[src/dms_map.svh]
// register offsets, field positions, reset values and widths of the mac slice
// assumes a 32-bit avalon-mm slave with byte addresses and a 20 mhz system clock
`ifndef DMS_MAP_SVH
`define DMS_MAP_SVH

// ----------------------------------------------------------------------
// datapath widths
// ----------------------------------------------------------------------
`define DMS_A_W 27
`define DMS_B_W 18
`define DMS_PROD_W 45
`define DMS_ACC_W 48
`define DMS_LANE_W 12
`define DMS_LANES 4
`define DMS_XOR_IN_W 96
`define DMS_XOR_OUT_W 8

// ----------------------------------------------------------------------
// register byte offsets
// ----------------------------------------------------------------------
`define DMS_ADDR_W 5
`define DMS_OFS_CTRL 5'h00
`define DMS_OFS_PAT_LO 5'h04
`define DMS_OFS_PAT_HI 5'h08
`define DMS_OFS_MASK_LO 5'h0c
`define DMS_OFS_MASK_HI 5'h10
`define DMS_OFS_STATUS 5'h14
`define DMS_OFS_ACC_LO 5'h18
`define DMS_OFS_ACC_HI 5'h1c

// ----------------------------------------------------------------------
// control register fields
// ----------------------------------------------------------------------
`define DMS_CTRL_W 19
`define DMS_CTRL_BYPASS 0
`define DMS_CTRL_SIMD_LO 1
`define DMS_CTRL_SIMD_HI 2
`define DMS_CTRL_SUB 3
`define DMS_CTRL_ACC 4
`define DMS_CTRL_CNT 5
`define DMS_CTRL_CNT_DOWN 6
`define DMS_CTRL_PRE_SUB 7
`define DMS_CTRL_LOGIC 8
`define DMS_CTRL_FUNC_LO 9
`define DMS_CTRL_FUNC_HI 12
`define DMS_CTRL_XW_LO 13
`define DMS_CTRL_XW_HI 14
`define DMS_CTRL_ADREG 15
`define DMS_CTRL_MREG 16
`define DMS_CTRL_AREG 17
`define DMS_CTRL_PRE_EN 18

// ----------------------------------------------------------------------
// reset values
// ----------------------------------------------------------------------
`define DMS_CTRL_RST 19'h0_0000
`define DMS_PAT_RST 48'h0000_0000_0000
`define DMS_MASK_RST 48'h0000_0000_0000
`define DMS_ACC_RST 48'h0000_0000_0000
`define DMS_RDATA_RST 32'h0000_0000

`endif

[src/dms_pkg.sv]
// types shared by the mac slice modules
// assumes dms_map.svh for widths and field positions
package dms_pkg;

  // simd split of the 48-bit adder
  typedef enum logic [1:0] {
    DMS_SIMD_ONE48 = 2'b00,
    DMS_SIMD_TWO24 = 2'b01,
    DMS_SIMD_FOUR12 = 2'b10
  } dms_simd_type;

  // ten bitwise functions of x and y
  typedef enum logic [3:0] {
    DMS_LF_AND = 4'h0,
    DMS_LF_OR = 4'h1,
    DMS_LF_XOR = 4'h2,
    DMS_LF_XNOR = 4'h3,
    DMS_LF_NAND = 4'h4,
    DMS_LF_NOR = 4'h5,
    DMS_LF_X_ANDN_Y = 4'h6,
    DMS_LF_X_ORN_Y = 4'h7,
    DMS_LF_NX_AND_Y = 4'h8,
    DMS_LF_NX_OR_Y = 4'h9
  } dms_lfunc_type;

  // segment width of the wide xor
  typedef enum logic [1:0] {
    DMS_XW_12 = 2'b00,
    DMS_XW_24 = 2'b01,
    DMS_XW_48 = 2'b10,
    DMS_XW_96 = 2'b11
  } dms_xw_type;

  // bus slave states, one-hot
  typedef enum logic [1:0] {
    DMS_BUS_IDLE = 2'b01,
    DMS_BUS_ANSWER = 2'b10
  } dms_bus_type;

endpackage : dms_pkg

[src/dms_xor_reduce.sv]
// wide xor reduction over 12-bit segments of a 96-bit word
// purely combinational; the caller registers the result
`timescale 1ns/100ps
`include "dms_map.svh"

module dms_xor_reduce (
  input wire logic [`DMS_XOR_IN_W-1:0] data_i,
  input wire dms_pkg::dms_xw_type width_i,
  output logic [`DMS_XOR_OUT_W-1:0] xor_o
);
  import dms_pkg::*;

  logic [`DMS_XOR_OUT_W-1:0] seg;

  // ----------------------------------------------------------------------
  // per-segment parity
  // ----------------------------------------------------------------------
  genvar g;
  generate
    for (g = 0; g < `DMS_XOR_OUT_W; g++) begin : g_seg
      assign seg[g] = ^data_i[g*`DMS_LANE_W +: `DMS_LANE_W];
    end
  endgenerate

  // ----------------------------------------------------------------------
  // merge segments to the chosen width; results sit in the low bits
  // ----------------------------------------------------------------------
  always_comb begin
    xor_o = '0;
    unique case (width_i)
      DMS_XW_12: xor_o = seg;
      DMS_XW_24: xor_o = {4'h0, seg[7] ^ seg[6], seg[5] ^ seg[4], seg[3] ^ seg[2],
                          seg[1] ^ seg[0]};
      DMS_XW_48: xor_o = {6'h00, ^seg[7:4], ^seg[3:0]};
      DMS_XW_96: xor_o = {7'h00, ^seg};
    endcase
  end

endmodule : dms_xor_reduce

[src/dms_mac_slice.sv]
// multiply-accumulate slice with pre-adder, simd adder, logic unit,
// wide xor and pattern detector; configured over avalon-mm
// assumes operands come from logic on sys_clk_i, so they are not synchronised
//
// Function
// RULE1: signed 27 by 18 multiply giving the full signed product
// RULE2: 48-bit accumulator summing results over successive cycles
// RULE3: runtime bypass of the multiplier feeding a 48-bit operand directly
// RULE4: simd split into two 24-bit or four 12-bit lanes, no carry between
// RULE5: logic unit with ten selectable bitwise functions of both operands
// RULE6: pre-adder sums or subtracts two operands ahead of the multiplier
// RULE7: 96-bit xor reduction over 12, 24, 48 or 96-bit segments
// RULE8: 48-bit masked pattern detector on the result, for rounding
// RULE9: pattern detector with logic unit evaluates 96-bit-wide logic functions
// RULE10: accumulator counts up or down by one on each enabled edge
// RULE11: optional pipeline registers per stage, each adding exactly one cycle
`timescale 1ns/100ps
`include "dms_map.svh"

module dms_mac_slice (
  input wire logic sys_clk_i,
  input wire logic rst_n_i,
  // avalon-mm slave
  input wire logic [`DMS_ADDR_W-1:0] avs_address_i,
  input wire logic avs_read_i,
  input wire logic avs_write_i,
  input wire logic [31:0] avs_writedata_i,
  input wire logic [3:0] avs_byteenable_i,
  output logic [31:0] avs_readdata_o,
  output logic avs_waitrequest_o,
  // operands and results
  input wire logic ce_i,
  input wire logic [`DMS_A_W-1:0] a_i,
  input wire logic [`DMS_A_W-1:0] d_i,
  input wire logic [`DMS_B_W-1:0] b_i,
  input wire logic [`DMS_ACC_W-1:0] x_i,
  input wire logic [`DMS_ACC_W-1:0] c_i,
  output logic [`DMS_ACC_W-1:0] p_o,
  output logic pat_match_o,
  output logic pat_bmatch_o,
  output logic [`DMS_XOR_OUT_W-1:0] xor_o
);
  import dms_pkg::*;

  // ----------------------------------------------------------------------
  // declarations
  // ----------------------------------------------------------------------
  dms_bus_type bus_q;
  logic [`DMS_CTRL_W-1:0] ctrl_q;
  logic [`DMS_ACC_W-1:0] pat_q, mask_q, p_q;
  logic [31:0] rdata_q;
  logic match_q, bmatch_q;
  logic [`DMS_XOR_OUT_W-1:0] xor_q, xor_c;
  logic req, wr_go;
  logic [`DMS_A_W-1:0] ad_c, s1_ad_q, s1_ad;
  logic [`DMS_B_W-1:0] s1_b_q, s1_b;
  logic [`DMS_ACC_W-1:0] s1_x_q, s1_x, s1_c_q, s1_c;
  logic signed [`DMS_PROD_W-1:0] prod_c, s2_prod_q, s2_prod;
  logic [`DMS_ACC_W-1:0] s2_x_q, s2_x, s2_c_q, s2_c;
  logic [`DMS_ACC_W-1:0] x_c, s3_x_q, s3_x, s3_c_q, s3_c;
  logic [`DMS_ACC_W-1:0] y_c, xin_c, sum_c, logic_c, p_d;
  logic [`DMS_LANES-1:0] cin, cout, brk;
  dms_simd_type simd;
  dms_lfunc_type lfunc;
  dms_xw_type xw;

  assign simd = dms_simd_type'(ctrl_q[`DMS_CTRL_SIMD_HI:`DMS_CTRL_SIMD_LO]);
  assign lfunc = dms_lfunc_type'(ctrl_q[`DMS_CTRL_FUNC_HI:`DMS_CTRL_FUNC_LO]);
  assign xw = dms_xw_type'(ctrl_q[`DMS_CTRL_XW_HI:`DMS_CTRL_XW_LO]);

  // byte-lane merge for partial writes
  function automatic logic [31:0] merge(input logic [31:0] old, input logic [31:0] nw,
                                        input logic [3:0] be);
    logic [31:0] r;
    r = old;
    for (int i = 0; i < 4; i++) begin
      if (be[i]) begin
        r[i*8 +: 8] = nw[i*8 +: 8];
      end
    end
    return r;
  endfunction : merge

  // ----------------------------------------------------------------------
  // avalon slave: one wait cycle, then the answer edge
  // ----------------------------------------------------------------------
  assign req = avs_read_i | avs_write_i;
  assign wr_go = avs_write_i && (bus_q == DMS_BUS_ANSWER);

  // waitrequest is the idle bit, so it stays high between requests
  always_ff @(posedge sys_clk_i) begin
    if (!rst_n_i) begin
      bus_q <= DMS_BUS_IDLE;
    end else begin
      unique case (bus_q)
        DMS_BUS_IDLE: if (req) bus_q <= DMS_BUS_ANSWER;
        DMS_BUS_ANSWER: bus_q <= DMS_BUS_IDLE;
      endcase
    end
  end
  assign avs_waitrequest_o = bus_q[0];

  // read data captured in the wait cycle, stands through the answer edge
  always_ff @(posedge sys_clk_i) begin
    if (!rst_n_i) begin
      rdata_q <= `DMS_RDATA_RST;
    end else if (avs_read_i && bus_q == DMS_BUS_IDLE) begin
      unique case (avs_address_i)
        `DMS_OFS_CTRL: rdata_q <= {13'h0000, ctrl_q};
        `DMS_OFS_PAT_LO: rdata_q <= pat_q[31:0];
        `DMS_OFS_PAT_HI: rdata_q <= {16'h0000, pat_q[47:32]};
        `DMS_OFS_MASK_LO: rdata_q <= mask_q[31:0];
        `DMS_OFS_MASK_HI: rdata_q <= {16'h0000, mask_q[47:32]};
        `DMS_OFS_STATUS: rdata_q <= {22'h00_0000, xor_q, bmatch_q, match_q};
        `DMS_OFS_ACC_LO: rdata_q <= p_q[31:0];
        `DMS_OFS_ACC_HI: rdata_q <= {16'h0000, p_q[47:32]};
        default: rdata_q <= `DMS_RDATA_RST;
      endcase
    end
  end
  assign avs_readdata_o = rdata_q;

  // configuration writes take effect at the answer edge only
  always_ff @(posedge sys_clk_i) begin
    if (!rst_n_i) begin
      ctrl_q <= `DMS_CTRL_RST;
      pat_q <= `DMS_PAT_RST;
      mask_q <= `DMS_MASK_RST;
    end else if (wr_go) begin
      unique case (avs_address_i)
        `DMS_OFS_CTRL: ctrl_q <= `DMS_CTRL_W'(merge({13'h0000, ctrl_q}, avs_writedata_i,
                                                    avs_byteenable_i));
        `DMS_OFS_PAT_LO: pat_q[31:0] <= merge(pat_q[31:0], avs_writedata_i, avs_byteenable_i);
        `DMS_OFS_PAT_HI: pat_q[47:32] <= 16'(merge({16'h0000, pat_q[47:32]}, avs_writedata_i,
                                                  avs_byteenable_i));
        `DMS_OFS_MASK_LO: mask_q[31:0] <= merge(mask_q[31:0], avs_writedata_i,
                                                avs_byteenable_i);
        `DMS_OFS_MASK_HI: mask_q[47:32] <= 16'(merge({16'h0000, mask_q[47:32]},
                                                    avs_writedata_i, avs_byteenable_i));
        default: ; // read-only or unmapped: write ignored
      endcase
    end
  end

  // ----------------------------------------------------------------------
  // stage 1: pre-adder, wraps at 27 bits like the operands
  // ----------------------------------------------------------------------
  always_comb begin
    ad_c = a_i;
    if (ctrl_q[`DMS_CTRL_PRE_EN]) begin
      ad_c = ctrl_q[`DMS_CTRL_PRE_SUB] ? a_i - d_i : a_i + d_i; // RULE6
    end
  end

  // operands ride along so every path sees the same latency
  always_ff @(posedge sys_clk_i) begin
    if (!rst_n_i) begin
      s1_ad_q <= '0;
      s1_b_q <= '0;
      s1_x_q <= '0;
      s1_c_q <= '0;
    end else if (ce_i) begin
      s1_ad_q <= ad_c;
      s1_b_q <= b_i;
      s1_x_q <= x_i;
      s1_c_q <= c_i;
    end
  end
  assign s1_ad = ctrl_q[`DMS_CTRL_ADREG] ? s1_ad_q : ad_c; // RULE11
  assign s1_b = ctrl_q[`DMS_CTRL_ADREG] ? s1_b_q : b_i;
  assign s1_x = ctrl_q[`DMS_CTRL_ADREG] ? s1_x_q : x_i;
  assign s1_c = ctrl_q[`DMS_CTRL_ADREG] ? s1_c_q : c_i;

  // ----------------------------------------------------------------------
  // stage 2: signed multiply
  // ----------------------------------------------------------------------
  assign prod_c = $signed(s1_ad) * $signed(s1_b); // RULE1

  always_ff @(posedge sys_clk_i) begin
    if (!rst_n_i) begin
      s2_prod_q <= '0;
      s2_x_q <= '0;
      s2_c_q <= '0;
    end else if (ce_i) begin
      s2_prod_q <= prod_c;
      s2_x_q <= s1_x;
      s2_c_q <= s1_c;
    end
  end
  assign s2_prod = ctrl_q[`DMS_CTRL_MREG] ? s2_prod_q : prod_c; // RULE11
  assign s2_x = ctrl_q[`DMS_CTRL_MREG] ? s2_x_q : s1_x;
  assign s2_c = ctrl_q[`DMS_CTRL_MREG] ? s2_c_q : s1_c;

  // ----------------------------------------------------------------------
  // stage 3: accumulator input select and register
  // ----------------------------------------------------------------------
  // bypass hands the wide operand straight to the adder and logic unit
  assign x_c = ctrl_q[`DMS_CTRL_BYPASS] ? s2_x :
               {{(`DMS_ACC_W - `DMS_PROD_W){s2_prod[`DMS_PROD_W-1]}}, s2_prod}; // RULE3

  always_ff @(posedge sys_clk_i) begin
    if (!rst_n_i) begin
      s3_x_q <= '0;
      s3_c_q <= '0;
    end else if (ce_i) begin
      s3_x_q <= x_c;
      s3_c_q <= s2_c;
    end
  end
  assign s3_x = ctrl_q[`DMS_CTRL_AREG] ? s3_x_q : x_c; // RULE11
  assign s3_c = ctrl_q[`DMS_CTRL_AREG] ? s3_c_q : s2_c;

  // ----------------------------------------------------------------------
  // simd adder: y +/- x, carry chain cut at lane borders
  // ----------------------------------------------------------------------
  assign y_c = ctrl_q[`DMS_CTRL_ACC] ? p_q : s3_c; // RULE2
  assign xin_c = ctrl_q[`DMS_CTRL_SUB] ? ~s3_x : s3_x;
  assign brk[0] = 1'b1;
  assign brk[1] = (simd == DMS_SIMD_FOUR12);
  assign brk[2] = (simd == DMS_SIMD_FOUR12) || (simd == DMS_SIMD_TWO24);
  assign brk[3] = (simd == DMS_SIMD_FOUR12);

  genvar g;
  generate
    for (g = 0; g < `DMS_LANES; g++) begin : g_lane
      if (g == 0) begin : g_first
        assign cin[g] = ctrl_q[`DMS_CTRL_SUB];
      end else begin : g_rest
        // a border reloads the subtract carry instead of the neighbour's
        assign cin[g] = brk[g] ? ctrl_q[`DMS_CTRL_SUB] : cout[g-1]; // RULE4
      end
      assign {cout[g], sum_c[g*`DMS_LANE_W +: `DMS_LANE_W]} =
        {1'b0, y_c[g*`DMS_LANE_W +: `DMS_LANE_W]} +
        {1'b0, xin_c[g*`DMS_LANE_W +: `DMS_LANE_W]} +
        {{`DMS_LANE_W{1'b0}}, cin[g]};
    end
  endgenerate

  // ----------------------------------------------------------------------
  // logic unit
  // ----------------------------------------------------------------------
  always_comb begin
    logic_c = '0;
    unique case (lfunc) // RULE5
      DMS_LF_AND: logic_c = s3_x & y_c;
      DMS_LF_OR: logic_c = s3_x | y_c;
      DMS_LF_XOR: logic_c = s3_x ^ y_c;
      DMS_LF_XNOR: logic_c = ~(s3_x ^ y_c);
      DMS_LF_NAND: logic_c = ~(s3_x & y_c);
      DMS_LF_NOR: logic_c = ~(s3_x | y_c);
      DMS_LF_X_ANDN_Y: logic_c = s3_x & ~y_c;
      DMS_LF_X_ORN_Y: logic_c = s3_x | ~y_c;
      DMS_LF_NX_AND_Y: logic_c = ~s3_x & y_c;
      DMS_LF_NX_OR_Y: logic_c = ~s3_x | y_c;
      default: logic_c = '0; // codes 10 to 15 give zero
    endcase
  end

  // ----------------------------------------------------------------------
  // accumulator next value; counter mode wins over the alu
  // ----------------------------------------------------------------------
  always_comb begin
    if (ctrl_q[`DMS_CTRL_CNT]) begin
      p_d = ctrl_q[`DMS_CTRL_CNT_DOWN] ? p_q - 48'h0000_0000_0001
                                       : p_q + 48'h0000_0000_0001; // RULE10
    end else if (ctrl_q[`DMS_CTRL_LOGIC]) begin
      p_d = logic_c;
    end else begin
      p_d = sum_c;
    end
  end

  // result register, always present; it is the accumulator itself
  always_ff @(posedge sys_clk_i) begin
    if (!rst_n_i) begin
      p_q <= `DMS_ACC_RST;
    end else if (ce_i) begin
      p_q <= p_d; // RULE2
    end
  end
  assign p_o = p_q;

  // ----------------------------------------------------------------------
  // pattern detector, judged on the value entering the accumulator
  // ----------------------------------------------------------------------
  // flags line up with p_o; a logic-unit result makes it a 96-input test
  always_ff @(posedge sys_clk_i) begin
    if (!rst_n_i) begin
      match_q <= 1'b0;
      bmatch_q <= 1'b0;
    end else if (ce_i) begin
      match_q <= ((p_d ^ pat_q) & ~mask_q) == '0; // RULE8 RULE9
      bmatch_q <= ((p_d ^ ~pat_q) & ~mask_q) == '0; // RULE8
    end
  end
  assign pat_match_o = match_q;
  assign pat_bmatch_o = bmatch_q;

  // ----------------------------------------------------------------------
  // wide xor over both alu operands, registered with p
  // ----------------------------------------------------------------------
  dms_xor_reduce u_xor (
    .data_i({y_c, s3_x}),
    .width_i(xw),
    .xor_o(xor_c)
  );

  always_ff @(posedge sys_clk_i) begin
    if (!rst_n_i) begin
      xor_q <= '0;
    end else if (ce_i) begin
      xor_q <= xor_c; // RULE7
    end
  end
  assign xor_o = xor_q;

endmodule : dms_mac_slice

[config.mk]
export PLATFORM = sky130hd
export DESIGN_NAME = dms_mac_slice
export DESIGN_NICKNAME = d
export VERILOG_FILES = /design/src/dms_pkg.sv /design/src/dms_xor_reduce.sv /design/src/dms_mac_slice.sv
export VERILOG_INCLUDE_DIRS = /design/src
export SDC_FILE = /design/constraint.sdc
export NUM_CORES = 2
export LEC_CHECK = 0
export BUFFER_PORTS_ARGS = -buffer_cell sky130_fd_sc_hd__clkbuf_2
export CAP_MARGIN = 10
export CORE_ASPECT_RATIO = 1.4
export CORE_MARGIN = 1.5
export CORE_UTILIZATION = 58
export DETAILED_ROUTE_END_ITERATION = 12
export PLACE_DENSITY = 0.79
export SYNTH_ARGS = -nofsm -noshare
export SYNTH_HDL_FRONTEND = slang
export SYNTH_SLANG_ARGS = --single-unit
[constraint.sdc]
create_clock -name sys_clk_i -period 18.65 [get_ports sys_clk_i]
set_clock_uncertainty 0.2 [all_clocks]
set_input_delay 1.865 -clock sys_clk_i [delete_from_list [all_inputs] [get_ports sys_clk_i]]
set_output_delay 1.865 -clock sys_clk_i [all_outputs]
set_load 0.005 [all_outputs]
# == Yosys cells after proc, flatten, opt, wreduce, memory -nomap -nowiden ==
# Index checks and enable logic that the tools add are counted.
# word_totals
ff_bits,585
latchBits,0
ram_bits,0
romBits,0
input_bits,214
output_inout_bits,91
elab_cells,149
memories,0
# op_classes
add_sub_neg,12
mul,1
n_div,0
magnitude_cmp,0
n_eq_ne,24
n_shift,0
mux,25
n_bitwise,23
reduce_logical,34
# op_table
operator,n
48-bit two-way mux,12
48-bit case mux with 10 select lines,1
48-bit NOT,7
32-bit case mux with 8 select lines,1
48-bit bitwise AND,5
48-bit OR,3
48-bit bitwise XOR,3
48-bit logical NOT,2
12-bit XOR reduction,8
27-bit two-way mux,3
"48-bit by 1-bit adder with 48-bit output, second input constant",1
"48-bit by 1-bit subtractor with 48-bit output, second input constant",1
27-bit by 18-bit multiplier with 45-bit output,1
45-bit two-way mux,1
3-bit AND reduction,15
12-bit by 12-bit adder with 13-bit output,3
13-bit by 1-bit adder with 13-bit output,3
8-bit case mux with 4 select lines,1
27-bit adder,1
27-bit subtractor,1
"5-bit equality test, second input constant",4
18-bit two-way mux,1
"4-bit by 3-bit equality test with 1-bit output, second input constant",4
12-bit by 1-bit adder with 12-bit output,1
21 further kinds,36

# == Depth between registers and ports, before layout ==
# logic_depth
ltp_word,23
depth_mapped,84
ltp_nobuf,83

# == Modules after synthesis ==
# From an unflattened synthesis, not the netlist that was laid out.
# unflattened
cells_unflattened,7827
hier_area_um2,63390.8
# modules_own_cells
module,instances,cells_each,area_per_inst_um2,seq_area_each_um2
dms_mac_slice,1,7701,62214.7,11711.2
dms_xor_reduce,1,126,1176.1,0.0

# == Worst setup path before layout ==
# OpenSTA, ideal clock, no wires.
# synth_timing
path_type,input to register
startpoint,in d_i[0]
endpoint,"reg match_q, in the netlist pat_match_o"
setup_time_ns,0.070
arrival_time_ns,18.787
required_time_ns,18.380
setup_slack_ns,-0.407
stages,78
n_path_buf,1
path_cell_list,inv_1 ha_1 mux2i_1 ha_1 nor2b_1 o21ai_0 a21boi_0 o21ai_0 a21boi_0 o21a_1 or2_2 a21o_1 a21oi_1 xnor2_1 mux2_2 mux2i_1 clkbuf_1 nor2_1 [... 42 more ...] a21oi_1 fa_1 fa_1 a21o_1 a21oi_1 o21bai_1 a21oi_1 o21bai_1 a21oi_1 xor2_1 o221ai_1 mux2i_1 o21ai_0 or4_1 or3_1 nor4_1 nand4_1 a21oi_1
# synth_between
elab_chain_len,23
# synth_lines
item,line_no,source
from (decl),dms_mac_slice.sv:34,"input wire logic [`DMS_A_W-1:0] d_i,"
27-bit adder or 27-bit subtractor (tied branches),dms_mac_slice.sv:151,ad_c = ctrl_q[`DMS_CTRL_PRE_SUB] ? a_i - d_i : a_i + d_i;
27-bit two-way mux (*),dms_mac_slice.sv:151,
27-bit two-way mux (*),dms_mac_slice.sv:150,if (ctrl_q[`DMS_CTRL_PRE_EN]) begin
27-bit two-way mux (*),dms_mac_slice.sv:169,assign s1_ad = ctrl_q[`DMS_CTRL_ADREG] ? s1_ad_q : ad_c;
27-bit by 18-bit multiplier with 45-bit output (*),dms_mac_slice.sv:177,assign prod_c = $signed(s1_ad) * $signed(s1_b);
45-bit two-way mux (*),dms_mac_slice.sv:190,assign s2_prod = ctrl_q[`DMS_CTRL_MREG] ? s2_prod_q : prod_c;
48-bit two-way mux (*),dms_mac_slice.sv:198,assign x_c = ctrl_q[`DMS_CTRL_BYPASS] ? s2_x :
48-bit two-way mux (*),dms_mac_slice.sv:210,assign s3_x = ctrl_q[`DMS_CTRL_AREG] ? s3_x_q : x_c;
[... 7 more ...],-,
13-bit by 1-bit adder with 13-bit output,dms_mac_slice.sv:233,"{1'b0, y_c[g*`DMS_LANE_W +: `DMS_LANE_W]} +"
1-bit two-way mux,dms_mac_slice.sv:230,assign cin[g] = brk[g] ? ctrl_q[`DMS_CTRL_SUB] : cout[g-1];
12-bit by 1-bit adder with 12-bit output,dms_mac_slice.sv:233,
48-bit two-way mux (*),dms_mac_slice.sv:266,end else if (ctrl_q[`DMS_CTRL_LOGIC]) begin
48-bit two-way mux (*),dms_mac_slice.sv:263,if (ctrl_q[`DMS_CTRL_CNT]) begin
48-bit bitwise XOR (*),dms_mac_slice.sv:292,match_q <= ((p_d ^ pat_q) & ~mask_q) == '0;
48-bit bitwise AND (*),dms_mac_slice.sv:292,
48-bit logical NOT (*),dms_mac_slice.sv:292,
to (signal assigned),dms_mac_slice.sv:289,match_q <= 1'b0;
to (signal assigned),dms_mac_slice.sv:292,
to (decl),dms_mac_slice.sv:52,"logic match_q, bmatch_q;"
# Every way passes the cells marked *; elsewhere a longest branch is shown, timed or not.
# A chain may end at the register's enable or synchronous reset.

# == Worst setup path after layout ==
# Ends and elaborated chain as after synthesis.

==> results.md <==
- Status: completed
- Overflow left after global routing: 0
- Final hold vios: 0
- DRT antenna net count: 0
- #FFs+latches synth: 585
- Dominant cell by count in the synthesized netlist: nor2_1
- Critical Path Start: d_i[0]
- Crit-path max FO: 15
- 1st-pass router iterations: 9
- Post-synth EDFFs: 0
- Worst r2r src: ctrl_q[7]
- CP most frequent cell: a21oi_2
- Clock tree buffer depth: 3
- Yosys top cell by area: dfxtp_1
- Vias in the first global route: 59050
- # nets final: 9024
- WP data required: 19070 ps
- Largest cells by area after synthesis: dfxtp_1 19%, fa_1 16%, ha_1 8.5%, mux2i_1 7.9%, nor2_1 6.7%
- Slew headroom: 25.68%
- H-tree Lvls: 2
- End-of-flow core utilization: 65.38%
- Fmax: 55.40 MHz
- Crit path max-delay cell type: fa_1
- I/O pin total: 305
- Synth warnings: 0
- Die W: 278.5 um
- Post-DP HPWL: 185.9 mm
- First-pass GRT wire length: 357.8 mm
- Post-Syn Nets: 8716
- Pins Over Slew Limit: 0
- Initial drt markers: 6031
- Worst Hold Class: flop to flop
- Synth-to-Final Area Change: 11.88%
- Post-Syn Area: 0.06165 mm2
- Rows: 141
- Initial Utilization: 58.43%
- Post-synth top flop: dfxtp_1
- Startpoint class of the critical path: input port
- Critical path class: input port to flop
- Synthesized area per cell: 8.112 um2
- Final worst setup slack: 600.4 ps
- DRC: 0
- Die H: 388.8 um
- Setup Viol. Count Final: 0
- Yosys top cell area share: 19.00%
- Clock transition at path regs: 70 ps
- Fin crit share: 96.78%
- Asr flop ratio synth: 0%
- Critical Path AT: 18470 ps
- Share of cells above drive strength 1: 14.20%
- Drt wl/cell: 25.97 um
- DP Worst Slack: -1307 ps
- CP peak stage delay: 530 ps
- Largest net degree at the start of global routing: 222
- Max_cap viols: 0
- Vias: 59220
- Via density: 6.351
- GRT Resource Usage Total: 43.84%
- Clock sink count: 585
- Placer Congestion: 1.070
- WL final: 242.2 mm
- Core area: 0.1055 mm2
- Seq. cell area: 0.01175 mm2
- Multi-input logic area: 0.04603 mm2
- Initial antenna violation count: 14
- Die area: 0.1083 mm2
- Root Buffer: clkbuf_16
- Later-pin clock latency in the skew report: 690 ps
- CTS tree: done
- Hold Crit Start: s2_prod_q[44]
- Fillcell total: 8909
- Buffers on Ports: 304
- Yosys cell types: 101
- Crit. End Element: flop
- Gate Count Post-Synth: 7600
- Crit path time final: 18050 ps
- Worst Tran Pin Value: 1106 ps
- Most frequent cells after synthesis: 1096 x nor2_1, 657 x inv_1, 611 x nand2_1
- Sequential element share of the synthesized area: 19.00%
- CTS Buf Count: 60
==> registers in the layout, summed over array words and instances (netlist names) <==
register	count
s1_c_q	48
s1_b_q	18
s3_c_q	48
xor_o	8
s2_x_q	48
ctrl_q	19
s2_c_q	48
pat_q	48
s1_ad_q	27
s1_x_q	48
pat_bmatch_o	1
bus_q	2
avs_readdata_o	32
s3_x_q	48
mask_q	48
p_o	48
s2_prod_q	45
pat_match_o	1
==> worst paths after layout <==
check | endpoint | slack (ps) | cells after the start
hold / removal | s2_prod_q[44] | 270 | 2
hold reg to reg | s2_prod_q[44] | 270 | 2
setup reg to reg | pat_match_o | 1520 | 77
setup / recovery | pat_match_o | 600 | 81
==> through the flow <==
stage	setup TNS (ps)	hold WS (ps)	instances	area (um2)
3_5_place_dp	-3199	260.0	9196	66430
6_report	0	269.7	9324	68970
2_1_floorplan	0	240.7	7600	61690
5_1_grt	-466.0	293.2	9322	68970
4_1_cts	0	270.1	9309	68610
3_3_place_gp	-2061	248.6	9196	66430
==> layout make-up <==
cell class	count	share of cell area [%]
Multi-Input combinational cell	5861	66.74
Sequential cell	585	17.03
Timing Repair Buffer	735	7.008
Inverter	665	3.645
Clock buffer	83	2.594
Tap cell	1358	2.464
Clock inverter	29	0.4862
Antenna cell	8	0.02903
==> cell usage in the layout (no fill, tap or decap), drive strengths merged, types with 93 or more instances in the layout <==
| cell | synthesis | layout |
|---|---|---|
| a211oi | 93 | 93 |
| a21oi | 511 | 511 |
| buf | 113 | 432 |
| clkbuf | 376 | 386 |
| dfxtp | 585 | 585 |
| fa | 482 | 482 |
| ha | 420 | 420 |
| inv | 661 | 668 |
| mux2 | 118 | 118 |
| mux2i | 486 | 486 |
| nand2 | 612 | 612 |
| nand3 | 152 | 152 |
| nor2 | 1096 | 1096 |
| nor3 | 158 | 158 |
| o21ai | 239 | 239 |
| xnor2 | 280 | 280 |
| xor2 | 111 | 111 |
==> logic make-up after synthesis <==
group	Yosys count	synth area share, %
xor gates and xnor gates	398	5.857
DFF	585	19.00
muxes	618	10.56
and+or+nand+nor	2397	17.02
AOI/OAI and AO/OA	1546	16.33
buffers and inverters	1154	7.061
adders and majority gates	902	24.18
==> worst max-delay path, delay by kind of cell <==
family	cells	cell delay, ps
XOR/XNOR	3	230
adder cells (fa/ha/maj)	14	5760
buffers and inverters	11	980
AND/OR/NAND/NOR	12	2560
multiplexers	6	1620
AO/OA/AOI/OAI	35	5460
==> timing repair <==
item                                    in CTS  in global routing
endpoints found under the setup margin       2                  6
setup buffers                                1                  6
hold buffers                                 0                  0
pin swaps                                    2                 35
resized for setup                           18                 69
==> per-layer routing <==
metal / wire (um) / vias up / part of all wire, % / GRT usage (%)
met5: 47 / - / 0.019 / 0
met4: 32010 / 8 / 13 / 47.08
met3: 20340 / 1252 / 8.4 / 9.857
met2: 110300 / 3062 / 46 / 71.58
met1: 79470 / 28500 / 33 / 44.61
li1: - / 26400 / - / -
Power is left out: the tool's default activity adds up to more than one toggle a clock period on the data nets, which glitch-free logic cannot reach.
